$ cat config.mk
export PLATFORM = sky130hd
export DESIGN_NAME = ledfg_top
export DESIGN_NICKNAME = d
export VERILOG_FILES = /design/src/inc/ledfg_pkg.sv /design/src/rtl/ledfg_top.sv /design/src/rtl/ledfg_soft_reset_call.sv
export SDC_FILE = /design/constraint.sdc
export NUM_CORES = 1
export LEC_CHECK = 0
export BUFFER_PORTS_ARGS = -buffer_cell sky130_fd_sc_hd__buf_2
export CORE_MARGIN = 5
export CORE_UTILIZATION = 40
export CTS_CLUSTER_DIAMETER = 60
export CTS_CLUSTER_SIZE = 24
export DETAILED_ROUTE_END_ITERATION = 12
export PLACE_DENSITY = 0.52
export SYNTH_ARGS = -nofsm -noshare
export SYNTH_HDL_FRONTEND = slang
export SYNTH_HIERARCHICAL = 1
export SYNTH_SLANG_ARGS = --single-unit
$ cat constraint.sdc
create_clock -name i_clk_sys -period 19.7 [get_ports i_clk_sys]
set_clock_uncertainty 0.05 [all_clocks]
set_input_delay 2.955 -clock i_clk_sys [delete_from_list [all_inputs] [get_ports i_clk_sys]]
set_output_delay 2.955 -clock i_clk_sys [all_outputs]
set_load 0.005 [all_outputs]
$ cat src/inc/ledfg_pkg.sv
// Shared constants of the LED fault and output gating block
package ledfg_pkg;

  // ----------------------------------------------------------------
  // Timing
  // ----------------------------------------------------------------
  localparam int CLK_HZ       = 100_000_000;
  localparam int CLK_MHZ      = 100;
  localparam int PWM_HZ       = 31_250;
  localparam int DIM_HZ       = 122;
  localparam int BLINK_HZ     = 15;
  localparam int PWM_STEPS    = 256;
  localparam int HW_READY_US  = 1500;
  localparam int SW_READY_US  = 1000;
  localparam int PWM_STEP_CYC = CLK_HZ / (PWM_HZ * PWM_STEPS);
  localparam int DIM_STEP_CYC = CLK_HZ / (DIM_HZ * PWM_STEPS);
  localparam int BLK_STEP_CYC = CLK_HZ / (BLINK_HZ * PWM_STEPS);
  localparam int HW_READY_CYC = HW_READY_US * CLK_MHZ;
  localparam int SW_READY_CYC = SW_READY_US * CLK_MHZ;

  // ----------------------------------------------------------------
  // Register map
  // ----------------------------------------------------------------
  localparam logic [7:0] ADDR_DUTY0 = 8'h00;
  localparam logic [7:0] ADDR_DRV0  = 8'h10;
  localparam logic [7:0] ADDR_GDUTY = 8'h14;
  localparam logic [7:0] ADDR_GFREQ = 8'h15;
  localparam logic [7:0] ADDR_SECOND_MODE_REG = 8'h16;
  localparam logic [7:0] ADDR_FLT0  = 8'h17;
  localparam int         NUM_QUAD   = 4;
  localparam int         SECOND_MODE_REG_OT   = 7;
  localparam int         SECOND_MODE_REG_ERR  = 6;
  localparam int         SECOND_MODE_REG_DMB  = 5;
  localparam int         SECOND_MODE_REG_CLR  = 4;
  localparam logic [7:0] RST_VAL    = 8'h00;

  // ----------------------------------------------------------------
  // Drive states, fault codes, soft reset call
  // ----------------------------------------------------------------
  localparam logic [1:0] DRV_OFF    = 2'h0;
  localparam logic [1:0] DRV_ON     = 2'h1;
  localparam logic [1:0] DRV_IND    = 2'h2;
  localparam logic [1:0] DRV_GRP    = 2'h3;
  localparam logic [1:0] FLT_NONE   = 2'h0;
  localparam logic [1:0] FLT_SHORT  = 2'h1;
  localparam logic [1:0] FLT_OPEN   = 2'h2;
  localparam logic [7:0] GCALL_ADDR = 8'h00;
  localparam logic [7:0] SOFT_RESET_CALL_BYTE = 8'h06;

endpackage

$ cat src/rtl/ledfg_top.sv
// LED fault reporting, dimming and output gating top level
//
// Behaviour
// [RULE_01] Channel on with low current reports open code.
// [RULE_02] Off channel: no detection, fault bits read zero.
// [RULE_03] Channel on with high voltage reports short code, else zero.
// [RULE_04] Software should switch off a faulted channel.
// [RULE_05] Overheat disables all outputs and sets flag bit 7.
// [RULE_06] Overheat gone: outputs restored, flag cleared.
// [RULE_07] Enable pin low drives outputs, high makes them float.
// [RULE_08] Pin-synchronised blinking needs drive state fully on first.
// [RULE_09] No pin blink when blinking, no pin dim when dimming.
// [RULE_10] Reset release clears all registers, channels deselected.
// [RULE_11] Reset pin held low at least 2.5 us.
// [RULE_12] Ready at most 1.5 ms after reset pin release.
// [RULE_13] Ack general call write address, nack read.
// [RULE_14] Ack first data byte only when it is 06h.
// [RULE_15] No ack for any byte after the first.
// [RULE_16] Stop after good byte resets registers to defaults.
// [RULE_17] Malformed reset sequence leaves registers alone.
// [RULE_18] Master treats any nack as reset abort.
// [RULE_19] Ready at most 1 ms after soft reset.
// [RULE_20] Per-channel 31.25 kHz PWM with 256 duty steps; the code uses 12-cycle steps at 100 MHz, about 32.55 kHz.
// [RULE_21] Group dimming 122 Hz, 256-step duty over all outputs.
// [RULE_22] Group blinking, 8-bit period 15 Hz to 16.8 s, 8-bit duty; the code reaches about 17.07 s at period 255.
// [RULE_23] Fault code 00 none, 01 short, 10 open, never 11.
// [RULE_24] Bit 6 of mode register shows any channel fault.
// [RULE_25] Fault clears when gone and clear bit written with one.
// [RULE_26] Comparator and overheat inputs synchronised before use.
//
// Our own choices: the strobed register port and the placing of the registers.
module ledfg_top #(
  parameter int NCH          = 16,
  parameter int HW_READY_CYC = ledfg_pkg::HW_READY_CYC,
  parameter int SW_READY_CYC = ledfg_pkg::SW_READY_CYC
) (
  // Clock and reset
  input  wire logic             i_clk_sys,
  input  wire logic             i_reset_n,
  // Register port
  input  wire logic [7:0]       i_addr,
  input  wire logic [7:0]       i_wdata,
  input  wire logic             i_wr,
  input  wire logic             i_rd,
  output logic      [7:0]       o_rdata,
  // Analog indications
  input  wire logic [NCH-1:0]   i_under_current,
  input  wire logic [NCH-1:0]   i_over_voltage,
  input  wire logic             i_overheat,
  // Output enable pin, low active
  input  wire logic             i_out_en_n,
  // Two-wire bus pins
  input  wire logic             i_scl,
  input  wire logic             i_sda,
  output logic                  o_sda_out,
  output logic                  o_sda_oe,
  // LED channel drive
  output logic      [NCH-1:0]   o_led_sink,
  output logic                  o_led_hiz,
  output logic                  o_ready
);

  // ----------------------------------------------------------------
  // State
  // ----------------------------------------------------------------
  typedef struct packed {
    logic [NCH-1:0][1:0] drv;
    logic [NCH-1:0][7:0] duty;
    logic [7:0]          gduty;
    logic [7:0]          gfreq;
    logic                dmb;
    logic [NCH-1:0]      uc_m;
    logic [NCH-1:0]      uc_s;
    logic [NCH-1:0]      ov_m;
    logic [NCH-1:0]      ov_s;
    logic                ot_m;
    logic                ot_s;
    logic                oe_m;
    logic                oe_s;
    logic [NCH-1:0]      f_open;
    logic [NCH-1:0]      f_short;
    logic [3:0]          pwm_pre;
    logic [7:0]          pwm_cnt;
    logic [23:0]         grp_pre;
    logic [7:0]          grp_cnt;
    logic [17:0]         rdy_cnt;
    logic [7:0]          rdata;
    logic [NCH-1:0]      sink;
    logic                hiz;
  } ledfg_st_t;

  ledfg_st_t r_ff;
  ledfg_st_t nxt_r;

  logic               soft_rst;
  logic [NCH-1:0]     chan_on;
  logic [NCH-1:0]     chan_lit;
  logic [NCH-1:0][1:0] code;
  logic               any_fault;
  logic               clr_cmd;
  logic               ind_pwm;
  logic               grp_pwm;
  logic [23:0]        grp_lim;

  // ----------------------------------------------------------------
  // Helpers
  // ----------------------------------------------------------------
  // Open wins so the code 11 never appears
  function automatic logic [1:0] fault_code(input logic op,
                                            input logic sh);
    if (op)
      fault_code = ledfg_pkg::FLT_OPEN;
    else if (sh)
      fault_code = ledfg_pkg::FLT_SHORT;
    else
      fault_code = ledfg_pkg::FLT_NONE;
  endfunction

  // Register index inside a block of n registers at base
  function automatic logic in_block(input logic [7:0] a,
                                    input logic [7:0] base,
                                    input int         n);
    in_block = (a >= base) && (32'(a) < 32'(base) + 32'(n));
  endfunction

  // ----------------------------------------------------------------
  // Soft reset decoder
  // ----------------------------------------------------------------
  ledfg_soft_reset_call u_soft_reset_call (
    .i_clk_sys    (i_clk_sys),
    .i_reset_n    (i_reset_n),
    .i_scl        (i_scl),
    .i_sda        (i_sda),
    .o_sda_out    (o_sda_out),
    .o_sda_oe     (o_sda_oe),
    .o_soft_reset (soft_rst)
  );

  // ----------------------------------------------------------------
  // PWM sources
  // ----------------------------------------------------------------
  // [RULE_20] individual 256-step compare
  assign ind_pwm = 1'b1;
  // [RULE_21] group compare shared by all outputs
  // [RULE_22] same compare for blinking
  assign grp_pwm = (r_ff.grp_cnt < r_ff.gduty);
  // [RULE_22] blink step scales with period register
  assign grp_lim = r_ff.dmb ?
    24'((32'(r_ff.gfreq) + 32'h1) * ledfg_pkg::BLK_STEP_CYC - 1) :
    24'(ledfg_pkg::DIM_STEP_CYC - 1);

  assign clr_cmd = i_wr && (i_addr == ledfg_pkg::ADDR_SECOND_MODE_REG) &&
                   i_wdata[ledfg_pkg::SECOND_MODE_REG_CLR];

  // ----------------------------------------------------------------
  // Per-channel drive and fault code
  // ----------------------------------------------------------------
  genvar gi;
  generate
    for (gi = 0; gi < NCH; gi++) begin : g_ch
      logic ind_on;
      // [RULE_20] duty compare per channel
      assign ind_on = ind_pwm & (r_ff.pwm_cnt < r_ff.duty[gi]);
      // [RULE_02] off channel not tested
      assign chan_on[gi] = (r_ff.drv[gi] != ledfg_pkg::DRV_OFF);
      always_comb begin
        case (r_ff.drv[gi])
          ledfg_pkg::DRV_ON:  chan_lit[gi] = 1'b1;
          ledfg_pkg::DRV_IND: chan_lit[gi] = ind_on;
          // [RULE_21] group signal superimposed
          ledfg_pkg::DRV_GRP: chan_lit[gi] = ind_on & grp_pwm;
          default:            chan_lit[gi] = 1'b0;
        endcase
      end
      // [RULE_23] two-bit code per channel
      assign code[gi] = chan_on[gi] ?
        fault_code(r_ff.f_open[gi], r_ff.f_short[gi]) :
        ledfg_pkg::FLT_NONE;
    end
  endgenerate

  // [RULE_24] aggregate error status
  assign any_fault = |code;

  // ----------------------------------------------------------------
  // Next state
  // ----------------------------------------------------------------
  always_comb begin
    nxt_r = r_ff;

    // [RULE_26] two-stage synchronisers
    nxt_r.uc_m = i_under_current;
    nxt_r.uc_s = r_ff.uc_m;
    nxt_r.ov_m = i_over_voltage;
    nxt_r.ov_s = r_ff.ov_m;
    nxt_r.ot_m = i_overheat;
    nxt_r.ot_s = r_ff.ot_m;
    nxt_r.oe_m = i_out_en_n;
    nxt_r.oe_s = r_ff.oe_m;

    // Individual PWM step prescaler
    if (r_ff.pwm_pre == 4'(ledfg_pkg::PWM_STEP_CYC - 1)) begin
      nxt_r.pwm_pre = 4'h0;
      nxt_r.pwm_cnt = r_ff.pwm_cnt + 8'h1;
    end else begin
      nxt_r.pwm_pre = r_ff.pwm_pre + 4'h1;
    end

    // Group dim or blink step prescaler
    if (r_ff.grp_pre >= grp_lim) begin
      nxt_r.grp_pre = 24'h0;
      nxt_r.grp_cnt = r_ff.grp_cnt + 8'h1;
    end else begin
      nxt_r.grp_pre = r_ff.grp_pre + 24'h1;
    end

    // Fault latches
    for (int k = 0; k < NCH; k++) begin
      // [RULE_25] clear only when gone
      if (clr_cmd && !r_ff.uc_s[k])
        nxt_r.f_open[k] = 1'b0;
      if (clr_cmd && !r_ff.ov_s[k])
        nxt_r.f_short[k] = 1'b0;
      // [RULE_01] open when on and low
      if (chan_on[k] && r_ff.uc_s[k])
        nxt_r.f_open[k] = 1'b1;
      // [RULE_03] short when on and high
      if (chan_on[k] && r_ff.ov_s[k])
        nxt_r.f_short[k] = 1'b1;
      // [RULE_02] nothing kept while off
      if (!chan_on[k]) begin
        nxt_r.f_open[k]  = 1'b0;
        nxt_r.f_short[k] = 1'b0;
      end
    end

    // Register writes
    if (i_wr) begin
      if (in_block(i_addr, ledfg_pkg::ADDR_DUTY0, NCH))
        nxt_r.duty[4'(i_addr - ledfg_pkg::ADDR_DUTY0)] = i_wdata;
      if (in_block(i_addr, ledfg_pkg::ADDR_DRV0,
                   ledfg_pkg::NUM_QUAD)) begin
        for (int q = 0; q < 4; q++)
          nxt_r.drv[6'(4 * 32'(2'(i_addr - ledfg_pkg::ADDR_DRV0))
                      + q)] = i_wdata[2*q +: 2];
      end
      if (i_addr == ledfg_pkg::ADDR_GDUTY)
        nxt_r.gduty = i_wdata;
      if (i_addr == ledfg_pkg::ADDR_GFREQ)
        nxt_r.gfreq = i_wdata;
      if (i_addr == ledfg_pkg::ADDR_SECOND_MODE_REG)
        nxt_r.dmb = i_wdata[ledfg_pkg::SECOND_MODE_REG_DMB];
    end

    // Register reads, data in the following cycle
    if (i_rd) begin
      nxt_r.rdata = 8'h00;
      if (in_block(i_addr, ledfg_pkg::ADDR_DUTY0, NCH))
        nxt_r.rdata = r_ff.duty[4'(i_addr - ledfg_pkg::ADDR_DUTY0)];
      if (in_block(i_addr, ledfg_pkg::ADDR_DRV0,
                   ledfg_pkg::NUM_QUAD)) begin
        for (int q = 0; q < 4; q++)
          nxt_r.rdata[2*q +: 2] =
            r_ff.drv[6'(4 * 32'(2'(i_addr - ledfg_pkg::ADDR_DRV0))
                      + q)];
      end
      if (in_block(i_addr, ledfg_pkg::ADDR_FLT0,
                   ledfg_pkg::NUM_QUAD)) begin
        for (int q = 0; q < 4; q++)
          nxt_r.rdata[2*q +: 2] =
            code[6'(4 * 32'(2'(i_addr - ledfg_pkg::ADDR_FLT0))
                     + q)];
      end
      if (i_addr == ledfg_pkg::ADDR_GDUTY)
        nxt_r.rdata = r_ff.gduty;
      if (i_addr == ledfg_pkg::ADDR_GFREQ)
        nxt_r.rdata = r_ff.gfreq;
      if (i_addr == ledfg_pkg::ADDR_SECOND_MODE_REG) begin
        // [RULE_05] flag at bit 7
        // [RULE_06] flag follows the indication
        nxt_r.rdata[ledfg_pkg::SECOND_MODE_REG_OT]  = r_ff.ot_s;
        // [RULE_24] error bit at bit 6
        nxt_r.rdata[ledfg_pkg::SECOND_MODE_REG_ERR] = any_fault;
        nxt_r.rdata[ledfg_pkg::SECOND_MODE_REG_DMB] = r_ff.dmb;
      end
    end

    // Readiness after reset
    if (r_ff.rdy_cnt != 18'h0)
      nxt_r.rdy_cnt = r_ff.rdy_cnt - 18'h1;

    // [RULE_16] soft reset restores defaults
    if (soft_rst) begin
      nxt_r.drv     = '0;
      nxt_r.duty    = '0;
      nxt_r.gduty   = ledfg_pkg::RST_VAL;
      nxt_r.gfreq   = ledfg_pkg::RST_VAL;
      nxt_r.dmb     = 1'b0;
      nxt_r.f_open  = '0;
      nxt_r.f_short = '0;
      // [RULE_19] ready within 1 ms
      nxt_r.rdy_cnt = 18'(SW_READY_CYC);
    end

    // Output gating
    // [RULE_07] enable pin gates all
    // [RULE_05] overheat disables all
    // [RULE_06] settings kept, so restored
    nxt_r.hiz  = r_ff.oe_s | r_ff.ot_s | (r_ff.rdy_cnt != 18'h0);
    nxt_r.sink = nxt_r.hiz ? '0 : chan_lit;
  end

  // ----------------------------------------------------------------
  // State register
  // ----------------------------------------------------------------
  always_ff @(posedge i_clk_sys or negedge i_reset_n) begin
    if (!i_reset_n) begin
      // [RULE_10] all zero, channels deselected
      r_ff         <= '0;
      r_ff.oe_m    <= 1'b1;
      r_ff.oe_s    <= 1'b1;
      r_ff.hiz     <= 1'b1;
      // [RULE_12] ready within 1.5 ms
      r_ff.rdy_cnt <= 18'(HW_READY_CYC);
    end else begin
      r_ff <= nxt_r;
    end
  end

  // ----------------------------------------------------------------
  // Outputs
  // ----------------------------------------------------------------
  assign o_rdata    = r_ff.rdata;
  assign o_led_sink = r_ff.sink;
  assign o_led_hiz  = r_ff.hiz;
  assign o_ready    = (r_ff.rdy_cnt == 18'h0);

endmodule

$ cat src/rtl/ledfg_soft_reset_call.sv
// General call soft reset decoder on the two-wire bus
module ledfg_soft_reset_call (
  // Clock and reset
  input  wire logic i_clk_sys,
  input  wire logic i_reset_n,
  // Two-wire bus pins
  input  wire logic i_scl,
  input  wire logic i_sda,
  output logic      o_sda_out,
  output logic      o_sda_oe,
  // Reset request
  output logic      o_soft_reset
);

  typedef enum logic [5:0] {
    S_IDLE = 6'h01,
    S_ADDR = 6'h02,
    S_ACKA = 6'h04,
    S_DATA = 6'h08,
    S_ACKD = 6'h10,
    S_XTRA = 6'h20
  } ledfg_gc_st_t;

  typedef struct packed {
    ledfg_gc_st_t st;
    logic         scl_m;
    logic         sda_m;
    logic         scl_s;
    logic         sda_s;
    logic         scl_p;
    logic         sda_p;
    logic [7:0]   shift;
    logic [2:0]   cnt;
    logic         hit;
    logic         full;
    logic         armed;
    logic         oe;
    logic         pulse;
  } ledfg_gc_t;

  ledfg_gc_t r_ff;
  ledfg_gc_t nxt_r;
  logic      rise;
  logic      fall;
  logic      start;
  logic      stop;
  logic [7:0] byte_in;

  assign rise    = r_ff.scl_s & ~r_ff.scl_p;
  assign fall    = ~r_ff.scl_s & r_ff.scl_p;
  assign start   = r_ff.scl_s & r_ff.scl_p & r_ff.sda_p & ~r_ff.sda_s;
  assign stop    = r_ff.scl_s & r_ff.scl_p & ~r_ff.sda_p & r_ff.sda_s;
  assign byte_in = {r_ff.shift[6:0], r_ff.sda_s};

  always_comb begin
    nxt_r       = r_ff;
    nxt_r.scl_m = i_scl;
    nxt_r.sda_m = i_sda;
    nxt_r.scl_s = r_ff.scl_m;
    nxt_r.sda_s = r_ff.sda_m;
    nxt_r.scl_p = r_ff.scl_s;
    nxt_r.sda_p = r_ff.sda_s;
    nxt_r.pulse = 1'b0;
    if (rise) begin
      nxt_r.shift = byte_in;
      nxt_r.cnt   = r_ff.cnt + 3'h1;
    end
    if (start) begin
      nxt_r.st    = S_ADDR;
      nxt_r.cnt   = 3'h0;
      nxt_r.full  = 1'b0;
      nxt_r.armed = 1'b0;
      nxt_r.oe    = 1'b0;
    end else if (stop) begin
      // [RULE_16] reset after stop
      // [RULE_17] only a clean sequence
      nxt_r.pulse = (r_ff.st == S_XTRA) & r_ff.armed;
      nxt_r.st    = S_IDLE;
      nxt_r.armed = 1'b0;
      nxt_r.oe    = 1'b0;
    end else begin
      case (r_ff.st)
        S_IDLE: nxt_r.oe = 1'b0;
        S_ADDR: begin
          // [RULE_13] ack write general call
          if (rise && r_ff.cnt == 3'h7) begin
            nxt_r.hit  = (byte_in == ledfg_pkg::GCALL_ADDR);
            nxt_r.full = 1'b1;
          end
          // Clock fall right after start is no byte end
          if (fall && r_ff.full) begin
            nxt_r.st   = r_ff.hit ? S_ACKA : S_IDLE;
            nxt_r.oe   = r_ff.hit;
            nxt_r.full = 1'b0;
          end
        end
        S_ACKA: if (fall) begin
          nxt_r.st  = S_DATA;
          nxt_r.oe  = 1'b0;
          nxt_r.cnt = 3'h0;
        end
        S_DATA: begin
          // [RULE_14] ack only 06h
          if (rise && r_ff.cnt == 3'h7) begin
            nxt_r.hit  = (byte_in == ledfg_pkg::SOFT_RESET_CALL_BYTE);
            nxt_r.full = 1'b1;
          end
          if (fall && r_ff.full) begin
            nxt_r.st   = r_ff.hit ? S_ACKD : S_IDLE;
            nxt_r.oe   = r_ff.hit;
            nxt_r.full = 1'b0;
          end
        end
        S_ACKD: if (fall) begin
          nxt_r.st    = S_XTRA;
          nxt_r.oe    = 1'b0;
          nxt_r.armed = 1'b1;
        end
        // [RULE_15] no ack beyond first
        // Stop's own clock rise must not cancel, a clocked bit does
        S_XTRA: if (fall) nxt_r.armed = 1'b0;
        default: nxt_r.st = S_IDLE;
      endcase
    end
  end

  always_ff @(posedge i_clk_sys or negedge i_reset_n) begin
    if (!i_reset_n) begin
      r_ff       <= '0;
      r_ff.st    <= S_IDLE;
      r_ff.scl_m <= 1'b1;
      r_ff.sda_m <= 1'b1;
      r_ff.scl_s <= 1'b1;
      r_ff.sda_s <= 1'b1;
      r_ff.scl_p <= 1'b1;
      r_ff.sda_p <= 1'b1;
    end else begin
      r_ff <= nxt_r;
    end
  end

  assign o_sda_out    = 1'b0;
  assign o_sda_oe     = r_ff.oe;
  assign o_soft_reset = r_ff.pulse;

endmodule

==> flow_summary.toml <==
[pwr]
irDropWorstVdd_uv = 62.7
power.leakage_nw = 12.2
powerDensity_nw_per_um2 = 84.1

[synthesis]
synthTopCellsByArea = "sky130_fd_sc_hd__dfrtp_1, sky130_fd_sc_hd__ha_1, sky130_fd_sc_hd__a21oi_1, sky130_fd_sc_hd__nand2_1, sky130_fd_sc_hd__mux4_2"
synthDistinctLibCells = 89
post-synth-top-area-cell = "sky130_fd_sc_hd__dfrtp_1"
number_of_nets_produced_by_synthesis = 2856
async_s_r_ff_share_synth_pct = 100
synth.cell_area_sq_um = 24400
ys_seq_area_share_pct = 40.1
ys.flop_type = "sky130_fd_sc_hd__dfrtp_1"
number_of_synthesized_flops_with_an_enable_pin = 0
synthesis.yosys.warnings = 6
ys_seq_elements = 391
average_cell_area_after_synthesis_sq_um = 9.66
yosys.area.top_type_share_pct = 38.2
synthCells = 2531

[place]
pre_cts_ws_ps = 10910
place.port_buffers = 82
hpwlAfterDp_microns = 50700
gp_routability_congestion = 0.881

[worst_setup_path]
critical_path_peak_fanout = 32
critical_path_type = "reg2reg"
worst_ep_required_time_ps = 20100
critPathArrivalTime_ps = 9170
critPathCaptureType = "register"
critPathLaunchType = "register"
ff2ff_path_depth = 27

[timing]
setup_repair_after_global_routing_missed_its_margin = "false"
accumulated_negative_setup_slack_ps = 0
hold_ws_ps = 303
worst_slew_margin_rel_pct = 24.7
drv_slew = 0
max_clock_freq_ghz = 0.114
timing.final.setup_violations = 0
transition_time_at_the_pin_with_the_least_slew_margin_ps = 1130
hold_violation_total_from_the_final_report = 0
final.min_clock_period_ps = 8770
setup_ws_ps = 10930
post-route-period-util_pct = 44.5

[cts]
cts_setup_buffers = 0
cts-root-to-sink-buffers = 3
cts-buffers-inserted = 38
clk-insertion-delay-late_ps = 580
cell_chosen_for_the_clock_root = "sky130_fd_sc_hd__clkbuf_16"
cts_hold_buf = 0
tritoncts = "yes"
h_tree_level_count = 2
cts_sinks = 391
cts_resized = 0
worst_setup_hold_path_clk_slew_ps = 80

[floorplanning]
ios = 84
core_region_area_sq_um = 60500
die_width_microns = 257
die-area_sq_um = 66200
core.rowCount = 90
die_height_microns = 257
floorplan.initialDensity_pct = 40.4

[grt]
grt_remaining_overflow = 0
grt_first_pass_wirelength_microns = 113000
largest_net_degree_at_the_start_of_global_routing = 116
grt_pass1_vias = 19400
globalRouteTotalUtil_pct = 21.3
antenna_violations_before_repair = 3

[cells_and_area]
synthToLayoutAreaGrowth_pct = 9.24
layout.cells.most_common = "sky130_fd_sc_hd__dfrtp_1"
post_route_cells_drive_above_1_share_pct = 11.1
final_nets = 2850
final_cell_mix = "sky130_fd_sc_hd__dfrtp_1, sky130_fd_sc_hd__nand2_1, sky130_fd_sc_hd__a21oi_1, sky130_fd_sc_hd__ha_1, sky130_fd_sc_hd__inv_1"

[status]
result_of_the_run = "finished, final reports clean"

[routing]
starting_drt_drc_count = 1394
wl_per_cell_microns = 21.3
drc = 0
antenna_violating_nets_post_route = 0
number_of_iterations_in_the_first_detailed_routing_pass = 6
route.detailed.vias_per_inst = 5.67
dr_total_vias = 18900
wirelength_microns = 71000

[job]
cap_viol_max_count = 0

[hold_path]
min_path_type = "reg2reg"
timing.hold.worst_path_depth = 0
-- final cells by class --
cell class | count | area [sq um]
clock inverter | 26 | 340
sequential | 391 | 9810
multi-input combinational | 1773 | 13100
inverter | 216 | 811
timing repair buffer | 105 | 596
clock buffer | 44 | 1040
tap | 782 | 978
antenna | 1 | 2.50
fill | 5777 | 33800
-- metal layers --
metal / vias up / track usage (%) / wire (microns) / part of all wire (%)
li1: 8849 / - / - / -
met3: 116 / 2.76 / 3830 / 5.4
met5: - / 0 / 12 / 0.017
met4: 2 / 5.95 / 1890 / 2.7
met2: 541 / 34.6 / 33300 / 47
met1: 9429 / 30.2 / 32000 / 45
-- worst max-delay path, cell delays in order (launching register included) --
cell and delay, ps:
sky130_fd_sc_hd__dfrtp_1 900, sky130_fd_sc_hd__ha_1 380, sky130_fd_sc_hd__nand3_1 130, sky130_fd_sc_hd__xnor2_1 620, sky130_fd_sc_hd__inv_1 200, sky130_fd_sc_hd__fa_1 410, sky130_fd_sc_hd__inv_1 80, sky130_fd_sc_hd__fa_1 430
sky130_fd_sc_hd__fa_1 480, sky130_fd_sc_hd__fa_1 550, sky130_fd_sc_hd__inv_1 50, sky130_fd_sc_hd__fa_1 500, sky130_fd_sc_hd__inv_1 40, sky130_fd_sc_hd__ha_1 360, sky130_fd_sc_hd__and4_1 260, sky130_fd_sc_hd__nand4_1 150
sky130_fd_sc_hd__o21ai_0 370, sky130_fd_sc_hd__a31oi_1 130, sky130_fd_sc_hd__or3b_2 470, sky130_fd_sc_hd__ha_1 320, sky130_fd_sc_hd__a21o_1 180, sky130_fd_sc_hd__a211oi_1 350, sky130_fd_sc_hd__o31ai_1 150, sky130_fd_sc_hd__o41ai_1 330
sky130_fd_sc_hd__nand3_1 120, sky130_fd_sc_hd__buf_4 250, sky130_fd_sc_hd__and4_1 220, sky130_fd_sc_hd__xor2_1 140
-- per-stage QoR --
step | cells | total power (W) | utilization (%) | instance area (sq um)
3_3_place_gp | 3267 | 0.00143 | 41.9 | 25300
6_report | 3338 | 0.00225 | 44.2 | 26700
5_1_grt | 3337 | 0.00238 | 44.2 | 26700
2_1_floorplan | 2531 | 0.00128 | - | 24400
3_5_place_dp | 3267 | 0.00145 | 41.9 | 25300
4_1_cts | 3337 | 0.00227 | 44.2 | 26700
-- synthesized netlist by cell type (28+ instances only) --
cell                       instances
sky130_fd_sc_hd__xor2_1           38
sky130_fd_sc_hd__a21oi_1         232
sky130_fd_sc_hd__nand2b_1         29
sky130_fd_sc_hd__o21ai_0          59
sky130_fd_sc_hd__dfrtp_1         373
sky130_fd_sc_hd__nand3_1         184
sky130_fd_sc_hd__nand2_1         262
sky130_fd_sc_hd__mux2i_1          48
sky130_fd_sc_hd__fa_1             41
sky130_fd_sc_hd__mux4_2           42
sky130_fd_sc_hd__nor3_1           53
sky130_fd_sc_hd__inv_1           214
sky130_fd_sc_hd__a21o_1           50
sky130_fd_sc_hd__buf_4            28
sky130_fd_sc_hd__nor2_1          144
sky130_fd_sc_hd__xnor2_1          46
sky130_fd_sc_hd__ha_1            228
sky130_fd_sc_hd__clkbuf_1         92
-- sequential cells by signal, indices dropped and copies added (netlist names) --
signal / flops
o_rdata: 8
u_soft_reset_call/byte_in: 8
u_soft_reset_call/o_sda_oe: 1
u_soft_reset_call/o_soft_reset: 1
o_led_sink: 16
nxt_r: 34
u_soft_reset_call/r_ff: 14
u_soft_reset_call/nxt_r: 3
o_led_hiz: 1
r_ff: 305
-- cell families (layout without fill, tap and decap cells) --
| group | count (synthesis) | in the layout | synth area share (%) |
|---|---|---|---|
| AOI/OAI and AO/OA | 513 | 513 | 13.4 |
| xor gates and xnor gates | 84 | 84 | 3.01 |
| adders and majority gates | 269 | 269 | 15.0 |
| buffers and inverters | 367 | 391 | 6.28 |
| DFF | 391 | 391 | 40.1 |
| muxes | 101 | 101 | 6.34 |
| other | 1 | 2 | 0.0153 |
| and+or+nand+nor | 805 | 805 | 15.9 |
-- power by group --
| group | total [W] | internal (W) | switching (W) |
|---|---|---|---|
| combinational | 0.000555 | 0.000229 | 0.000326 |
| clock | 0.000814 | 0.000442 | 0.000373 |
| sequential | 0.000878 | 0.000843 | 0.0000359 |
| total | 0.00225 | 0.00151 | 0.000734 |
-- final timing paths --
check / start / slack, ps / endpoint
worst max-delay path: r_ff[188] / 10930 / r_ff[50]
worst min-delay path: nxt_r[169] / 300 / r_ff[169]
worst max register to register: r_ff[188] / 10930 / r_ff[50]
worst min register to register: nxt_r[169] / 300 / r_ff[169]
max in group asynchronous: i_reset_n / 14700 / r_ff[74]
min in group asynchronous: i_reset_n / 2430 / r_ff[85]
Note: power is estimated with default switching activity, not from simulation.
